===== src/verilog/ism_pkg.sv =====
// constants and types for the two-wire master start and clock arbitration block
package ism_pkg;
    localparam int unsigned RELOAD_W   = 8;
    localparam int unsigned REQ_BITS   = 5;
    localparam int unsigned DATA_W     = 8;
    localparam int unsigned START_BIT  = 0;
    localparam logic [7:0]  RELOAD_RST = 8'h00;
    localparam logic [7:0]  TXBUF_RST  = 8'h00;
    localparam logic [4:0]  REQ_RST    = 5'h00;

    typedef enum logic [2:0] {
        ISM_IDLE,
        ISM_ST_WAIT1,
        ISM_ST_WAIT2,
        ISM_SEQ,
        ISM_SCL_REL
    } ism_state_t;
endpackage : ism_pkg


===== src/verilog/ism_sync.sv =====
// three-stage input synchroniser with agreement filter
module ism_sync (
    // clock and reset
    input  wire logic mclk_i,
    input  wire logic rst_i,
    // pin in, filtered level out
    input  wire logic pin_i,
    output logic      lvl_o
);
    logic s1_ff;
    logic s2_ff;
    logic s3_ff;

    always_ff @(posedge mclk_i or posedge rst_i) begin
        if (rst_i) begin
            s1_ff <= 1'b1;
            s2_ff <= 1'b1;
            s3_ff <= 1'b1;
        end else begin
            s1_ff <= pin_i;
            s2_ff <= s1_ff;
            s3_ff <= s2_ff;
        end
    end

    // idle bus reads high
    always_ff @(posedge mclk_i or posedge rst_i) begin
        if (rst_i) begin
            lvl_o <= 1'b1;
        end else if (s2_ff == s3_ff) begin
            lvl_o <= s3_ff;
        end
    end
endmodule : ism_sync


===== src/verilog/ism_top.sv =====
// start generation, clock arbitration and write collision guard
module ism_top (
    // clock and reset
    input  wire logic                            mclk_i,
    input  wire logic                            rst_i,
    // configuration
    input  wire logic [ism_pkg::RELOAD_W-1:0]    brg_reload_value_i,
    // control register 2 write port
    input  wire logic                            ctrl2_wr_i,
    input  wire logic [ism_pkg::REQ_BITS-1:0]    ctrl2_wdata_i,
    // transmit buffer write port
    input  wire logic                            txbuf_wr_i,
    input  wire logic [ism_pkg::DATA_W-1:0]      txbuf_wdata_i,
    // flag clears
    input  wire logic                            write_collision_flag_clr_i,
    input  wire logic                            bcol_clr_i,
    input  wire logic                            start_det_clr_i,
    // rest of master: sequence busy and clock release request
    input  wire logic                            seq_busy_i,
    input  wire logic                            scl_release_i,
    // bus pins
    input  wire logic                            scl_i,
    input  wire logic                            sda_i,
    output logic                                 scl_oe_n_o,
    output logic                                 sda_oe_n_o,
    // status
    output logic [ism_pkg::REQ_BITS-1:0]         serial_control_2_o,
    output logic [ism_pkg::DATA_W-1:0]           serial_tx_buffer_o,
    output logic                                 write_collision_flag_o,
    output logic                                 bus_collision_flag_o,
    output logic                                 start_detected_o,
    output logic                                 brg_timeout_o,
    output logic                                 idle_o
);
    logic                          scl_lvl;
    logic                          sda_lvl;
    logic [ism_pkg::RELOAD_W-1:0]  brg_cnt_ff;
    logic                          brg_run_ff;
    logic                          brg_tick;
    ism_pkg::ism_state_t           state_ff;
    logic                          start_go;
    logic                          abort;

    ism_sync u_scl_sync (
        .mclk_i (mclk_i),
        .rst_i  (rst_i),
        .pin_i  (scl_i),
        .lvl_o  (scl_lvl)
    );

    ism_sync u_sda_sync (
        .mclk_i (mclk_i),
        .rst_i  (rst_i),
        .pin_i  (sda_i),
        .lvl_o  (sda_lvl)
    );

    assign brg_tick = brg_run_ff && (brg_cnt_ff == '0);
    assign start_go = (state_ff == ism_pkg::ISM_IDLE)
                      && serial_control_2_o[ism_pkg::START_BIT];
    // collision: low lines at begin, or clock low before data dropped
    assign abort = (start_go && !(scl_lvl && sda_lvl))
                   || ((state_ff == ism_pkg::ISM_ST_WAIT1) && !scl_lvl);

    // sequence state
    always_ff @(posedge mclk_i or posedge rst_i) begin
        if (rst_i) begin
            state_ff <= ism_pkg::ISM_IDLE;
        end else begin
            unique case (state_ff)
                ism_pkg::ISM_IDLE: begin
                    if (start_go && !abort) begin
                        state_ff <= ism_pkg::ISM_ST_WAIT1;
                    end else if (scl_release_i) begin
                        state_ff <= ism_pkg::ISM_SCL_REL;
                    end else if (seq_busy_i) begin
                        state_ff <= ism_pkg::ISM_SEQ;
                    end
                end
                ism_pkg::ISM_ST_WAIT1: begin
                    if (abort) begin
                        state_ff <= ism_pkg::ISM_IDLE;
                    end else if (brg_tick && sda_lvl) begin
                        state_ff <= ism_pkg::ISM_ST_WAIT2;
                    end
                end
                ism_pkg::ISM_ST_WAIT2: begin
                    if (brg_tick) begin
                        state_ff <= ism_pkg::ISM_IDLE;
                    end
                end
                ism_pkg::ISM_SEQ: begin
                    if (scl_release_i) begin
                        state_ff <= ism_pkg::ISM_SCL_REL;
                    end else if (!seq_busy_i) begin
                        state_ff <= ism_pkg::ISM_IDLE;
                    end
                end
                ism_pkg::ISM_SCL_REL: begin
                    if (!scl_release_i) begin
                        state_ff <= seq_busy_i ? ism_pkg::ISM_SEQ : ism_pkg::ISM_IDLE;
                    end
                end
            endcase
        end
    end

    // baud rate generator
    always_ff @(posedge mclk_i or posedge rst_i) begin
        if (rst_i) begin
            brg_cnt_ff <= ism_pkg::RELOAD_RST;
            brg_run_ff <= 1'b0;
        end else if (start_go && !abort) begin
            brg_cnt_ff <= brg_reload_value_i;
            brg_run_ff <= 1'b1;
        end else if (state_ff == ism_pkg::ISM_SCL_REL) begin
            if (!scl_lvl) begin
                brg_run_ff <= 1'b0;
                brg_cnt_ff <= brg_reload_value_i;
            end else if (!brg_run_ff) begin
                brg_run_ff <= 1'b1;
                brg_cnt_ff <= brg_reload_value_i;
            end else if (brg_tick) begin
                brg_cnt_ff <= brg_reload_value_i;
            end else begin
                brg_cnt_ff <= brg_cnt_ff - 8'h01;
            end
        end else if (state_ff == ism_pkg::ISM_ST_WAIT1 && brg_tick && !abort) begin
            brg_cnt_ff <= brg_reload_value_i;
        end else if (state_ff == ism_pkg::ISM_ST_WAIT2 && brg_tick) begin
            brg_run_ff <= 1'b0;
        end else if (abort || state_ff == ism_pkg::ISM_IDLE) begin
            brg_run_ff <= 1'b0;
        end else if (brg_run_ff) begin
            brg_cnt_ff <= brg_tick ? brg_reload_value_i : brg_cnt_ff - 8'h01;
        end
    end

    always_ff @(posedge mclk_i or posedge rst_i) begin
        if (rst_i) begin
            brg_timeout_o <= 1'b0;
        end else begin
            brg_timeout_o <= brg_tick;
        end
    end

    // data line: held low from start drop until rest of master takes over
    always_ff @(posedge mclk_i or posedge rst_i) begin
        if (rst_i) begin
            sda_oe_n_o <= 1'b1;
        end else if (abort) begin
            sda_oe_n_o <= 1'b1;
        end else if (state_ff == ism_pkg::ISM_ST_WAIT1 && brg_tick && sda_lvl) begin
            sda_oe_n_o <= 1'b0;
        end else if (state_ff == ism_pkg::ISM_SEQ || start_go) begin
            sda_oe_n_o <= 1'b1;
        end
    end

    always_ff @(posedge mclk_i or posedge rst_i) begin
        if (rst_i) begin
            scl_oe_n_o <= 1'b1;
        end else begin
            scl_oe_n_o <= 1'b1;
        end
    end

    // control register 2 request bits
    always_ff @(posedge mclk_i or posedge rst_i) begin
        if (rst_i) begin
            serial_control_2_o <= ism_pkg::REQ_RST;
        end else if (state_ff == ism_pkg::ISM_ST_WAIT2 && brg_tick) begin
            serial_control_2_o[ism_pkg::START_BIT] <= 1'b0;
        end else if (abort) begin
            serial_control_2_o[ism_pkg::START_BIT] <= 1'b0;
        end else if (ctrl2_wr_i && !serial_control_2_o[ism_pkg::START_BIT]) begin
            serial_control_2_o <= ctrl2_wdata_i;
        end
    end

    // start detected
    always_ff @(posedge mclk_i or posedge rst_i) begin
        if (rst_i) begin
            start_detected_o <= 1'b0;
        end else if (state_ff == ism_pkg::ISM_ST_WAIT1 && brg_tick && sda_lvl && !abort) begin
            start_detected_o <= 1'b1;
        end else if (start_det_clr_i) begin
            start_detected_o <= 1'b0;
        end
    end

    // transmit buffer and write collision
    always_ff @(posedge mclk_i or posedge rst_i) begin
        if (rst_i) begin
            serial_tx_buffer_o <= ism_pkg::TXBUF_RST;
        end else if (txbuf_wr_i && state_ff == ism_pkg::ISM_IDLE && !start_go) begin
            serial_tx_buffer_o <= txbuf_wdata_i;
        end
    end

    always_ff @(posedge mclk_i or posedge rst_i) begin
        if (rst_i) begin
            write_collision_flag_o <= 1'b0;
        end else if (txbuf_wr_i && (state_ff != ism_pkg::ISM_IDLE || start_go)) begin
            write_collision_flag_o <= 1'b1;
        end else if (write_collision_flag_clr_i) begin
            write_collision_flag_o <= 1'b0;
        end
    end

    always_ff @(posedge mclk_i or posedge rst_i) begin
        if (rst_i) begin
            bus_collision_flag_o <= 1'b0;
        end else if (abort) begin
            bus_collision_flag_o <= 1'b1;
        end else if (bcol_clr_i) begin
            bus_collision_flag_o <= 1'b0;
        end
    end

    always_ff @(posedge mclk_i or posedge rst_i) begin
        if (rst_i) begin
            idle_o <= 1'b1;
        end else begin
            idle_o <= (state_ff == ism_pkg::ISM_IDLE) && !start_go;
        end
    end
endmodule : ism_top


===== config.mk =====
export PLATFORM = sky130hd
export DESIGN_NAME = ism_top
export DESIGN_NICKNAME = d
export VERILOG_FILES = /design/src/verilog/ism_pkg.sv /design/src/verilog/ism_sync.sv /design/src/verilog/ism_top.sv
export SDC_FILE = /design/constraint.sdc
export NUM_CORES = 1
export LEC_CHECK = 0
export BUFFER_PORTS_ARGS = -buffer_cell sky130_fd_sc_hd__buf_2
export CAP_MARGIN = 25
export CORE_MARGIN = 4
export CORE_UTILIZATION = 47
export CTS_CLUSTER_DIAMETER = 150
export DETAILED_ROUTE_END_ITERATION = 8
export PLACE_DENSITY = 0.81
export SLEW_MARGIN = 20
export SYNTH_ARGS = -nofsm -noshare
export SYNTH_HDL_FRONTEND = slang
export SYNTH_HIERARCHICAL = 1
export SYNTH_SLANG_ARGS = --single-unit

===== constraint.sdc =====
create_clock -name mclk_i -period 1.85 [get_ports mclk_i]
set_input_delay 0.185 -clock mclk_i [delete_from_list [all_inputs] [get_ports mclk_i]]
set_output_delay 0.185 -clock mclk_i [all_outputs]
set_load 0.01 [all_outputs]

==> impl_metrics.py <==
metrics = {
    "timing": {
        "period_share": 0.994,
        "grt_setup_unrepaired": "yes",
        "setup_slack_ns": 0.0116,
        "final.setup.tns_ns": 0,
        "drv_slew": 0,
        "setup_viol": 0,
        "fin_crit_ns": 1.84,
        "fmax_mhz": 544,
        "fin_worst_skew_ns": 0.00759,
        "finalHoldViolations": 0,
    },
    "setup_path": {
        "cp_slowest_stage_delay_ns": 0.40,
        "path_cells": "inv_2 -> ha_4 -> and4bb_2 -> nand2_4 -> inv_2 -> o32ai_2 -> a211oi_2 -> mux2_4",
        "required_ns": 2.02,
        "slowest_stage": "dfrtp_1",
        "cp_num_buf_inv": 2,
        "crit_family": "flip-flops",
        "cp_common_cell": "inv_2",
        "cp-start-kind": "flip-flop",
        "worstPathArrival_ns": 2.01,
        "worstSetupEndpointType": "flip-flop",
        "path_depth": 8,
        "r2r_cells": 8,
        "worst-path-max-fanout": 4,
        "path_class": "reg2reg",
    },
    "placed_design": {
        "gp_congestion": 0.878,
        "placed_cell_area_um2": 2350,
        "preCtsSetupSlack_ns": -0.0134,
        "portBuffers": 50,
        "dp_hpwl_um": 3260,
    },
    "grt": {
        "grt_pass1_vias": 1626,
        "grt_max_degree": 17,
        "track_usage": 0.174,
        "grt_first_pass_wirelength_um": 7140,
        "grt.overflow.total": 0,
        "antenna_found_initial": 0,
    },
    "final_layout": {
        "final_layout_size_suffix_gt1_frac": 0.510,
        "diodes": 0,
        "final_cell_area_um2": 2580,
        "fin_nets": 292,
        "area_delta_synth_final_pct": 34.2,
    },
    "routing": {
        "drt_first_pass_iters": 4,
        "drt_iter0_markers": 108,
        "via_count": 1676,
        "route.detailed.drc": 0,
        "vias_per_cell": 5.46,
        "postRouteAntennaNets": 0,
        "wl_um": 4560,
        "wl_per_cell_um": 14.9,
    },
    "synth": {
        "async_flop_share": 1.00,
        "syn_avg_cell_area_um2": 10.9,
        "netlist_area_um2": 1920,
        "synth_seq_cells": 39,
        "syn-num-nets": 210,
        "synthMuxAreaShare": 0.108,
        "synth-edff-count": 0,
        "synth_top_family_by_area": "simple AND/OR/NAND/NOR gates",
        "synthCells": 176,
        "synth_fa_ha_area_frac": 0.0248,
        "ys.flop_type": "dfrtp_1",
        "synth_compound_area_frac": 0.135,
        "synth_xor_xnor_area_share": 0,
        "yosys_warnings": 6,
        "ys_seq_area_frac": 0.515,
        "synth-simple-area-share": 0.153,
        "yosysUniqueCellTypes": 49,
    },
    "clock_network": {
        "root_buffer": "clkbuf_8",
        "cts_tree": "done",
        "clock_sinks": 39,
        "cts_made_buffers": 5,
        "clk_latency_ns": 0.29,
        "cts_max_level": 2,
        "clk_pin_slew_ns": 0.08,
        "clock_path_buffers": 2,
    },
    "floorplanning": {
        "num_io_pins": 52,
        "die_h_um": 71.9,
        "start_util": 0.505,
        "die_w_um": 71.9,
        "fp-row-count": 22,
        "dieArea_um2": 5170,
        "core_um2": 3800,
    },
    "pwr": {
        "p_leak_nw": 1.25,
        "irDropWorstVdd_mv": 1.04,
        "power.density_nw_per_um2": 1550,
        "finalPower_mw": 4.00,
    },
    "job": {
        "max_cap_violations": 0,
    },
    "hold_path": {
        "hold_depth": 2,
        "hold_class": "in2reg",
    },
    "run_status": {
        "status": "complete, no violations",
    },
}
[synthesized netlist by cell type (all sizes together) (2+ instances only)]
| library cell | instances | area share |
|---|---|---|
| mux2 | 13 | 0.076 |
| o21ai | 11 | 0.029 |
| buf | 6 | 0.031 |
| nand3 | 8 | 0.027 |
| o211ai | 3 | 0.012 |
| a22oi | 3 | 0.012 |
| nand2 | 17 | 0.035 |
| nor3 | 3 | 0.0078 |
| inv | 15 | 0.029 |
| mux2i | 6 | 0.031 |
| and2 | 2 | 0.0065 |
| maj3 | 2 | 0.012 |
| nor2 | 9 | 0.018 |
| dfrtp | 29 | 0.38 |
| or3 | 3 | 0.013 |
| o2bb2ai | 3 | 0.014 |
| o31ai | 2 | 0.0078 |
| or2 | 2 | 0.0065 |
| nor3b | 2 | 0.0078 |
| dfstp | 10 | 0.14 |
| ha | 2 | 0.013 |
| a21oi | 6 | 0.016 |
[sequential cells by signal, indices dropped and copies added (netlist names)]
name	flops
start_detected_o	1
serial_tx_buffer_o	8
u_sda_sync/s3_ff	1
bus_collision_flag_o	1
idle_o	1
brg_run_ff	1
write_collision_flag_o	1
u_scl_sync/s3_ff	1
serial_control_2_o	5
u_scl_sync/s1_ff	1
u_sda_sync/lvl_o	1
sda_oe_n_o	1
u_scl_sync/lvl_o	1
brg_timeout_o	1
u_scl_sync/s2_ff	1
brg_cnt_ff	8
state_ff	3
u_sda_sync/s2_ff	1
u_sda_sync/s1_ff	1
[layer usage]
layer,GRT usage,vias to the layer above,part of all wire
met2,0.272,69,0.48
li1,-,787,-
met1,0.226,816,0.42
met4,0.0543,0,0.0061
met3,0.0637,4,0.087
met5,0,-,0
[cell families after synthesis]
family	count (synthesis)
AOI/OAI and AO/OA	38
adders and majority gates	4
buffers and inverters	22
DFF	39
muxes	19
other	1
and+or+nand+nor	53
[metrics by stage]
| stage | std cells | utilization | hold slack, ns |
|---|---|---|---|
| after floorplan | 176 | - | 0.140 |
| after global placement | 291 | 0.618 | 0.238 |
| after detailed placement | 291 | 0.618 | 0.254 |
| after CTS | 302 | 0.655 | 0.0756 |
| after global routing | 307 | 0.678 | 0.0730 |
| final | 307 | 0.678 | 0.0774 |
[worst paths after layout]
| kind | slack (ns) | to | from |
|---|---|---|---|
| min in group asynchronous | 0.53 | serial_control_2_o[1]$_DFFE_PP0P_ | rst_i |
| worst min-delay path | 0.08 | start_detected_o$_DFFE_PP0P_ | start_det_clr_i |
| worst min register to register | 0.36 | u_scl_sync/s2_ff$_DFF_PP1_ | u_scl_sync/s1_ff$_DFF_PP1_ |
| worst max register to register | 0.01 | state_ff[1]$_DFFE_PP0P_ | brg_cnt_ff[1]$_DFFE_PP0P_ |
| max in group asynchronous | 1.06 | sda_oe_n_o$_DFFE_PP1P_ | rst_i |
| worst max-delay path | 0.01 | state_ff[1]$_DFFE_PP0P_ | brg_cnt_ff[1]$_DFFE_PP0P_ |
[report_power, final]
group | switching, mW | internal [mW] | total [mW]
registers | 0.221 | 1.17 | 1.39
clock network | 0.293 | 0.402 | 0.695
logic | 0.931 | 0.983 | 1.91
total | 1.45 | 2.56 | 4.00
[cell type report]
class	count	area, µm²
Fill cell	280	1220
Sequential cell	39	988
Multi-Input combinational cell	115	863
Timing Repair Buffer	82	498
Clock buffer	6	72.6
Tap cell	48	60.1
Inverter	15	56.3
Clock inverter	2	37.5
[cells in the final DEF, fill, tap and decap left out, types with 2 or more instances in the layout]
cell type / Yosys / layout
a21oi_1: 6 / 6
a22oi_1: 3 / 3
and2_1: 2 / 2
buf_2: 2 / 50
buf_4: 1 / 29
clkbuf_8: 0 / 5
dfrtp_1: 29 / 29
dfstp_2: 10 / 10
dlygate4sd3_1: 0 / 3
inv_1: 15 / 12
inv_2: 0 / 3
maj3_2: 2 / 2
mux2_2: 13 / 12
mux2i_1: 6 / 6
nand2_1: 16 / 15
nand3_1: 7 / 5
nand3_2: 0 / 2
nor2_1: 9 / 9
nor3_1: 3 / 3
nor3b_1: 2 / 2
o211ai_1: 3 / 3
o21ai_0: 11 / 10
o2bb2ai_1: 3 / 3
o31ai_1: 2 / 2
or3_4: 1 / 2
[timing repair]
action | CTS | global route
endpoints found under the hold margin | 39 | 0
resized for setup | 1 | 14
setup buffers | 0 | 5
hold buffers | 3 | 0
pin swaps | 0 | 7
endpoints found under the setup margin | 2 | 14
Power figures use the tool's default switching activity.
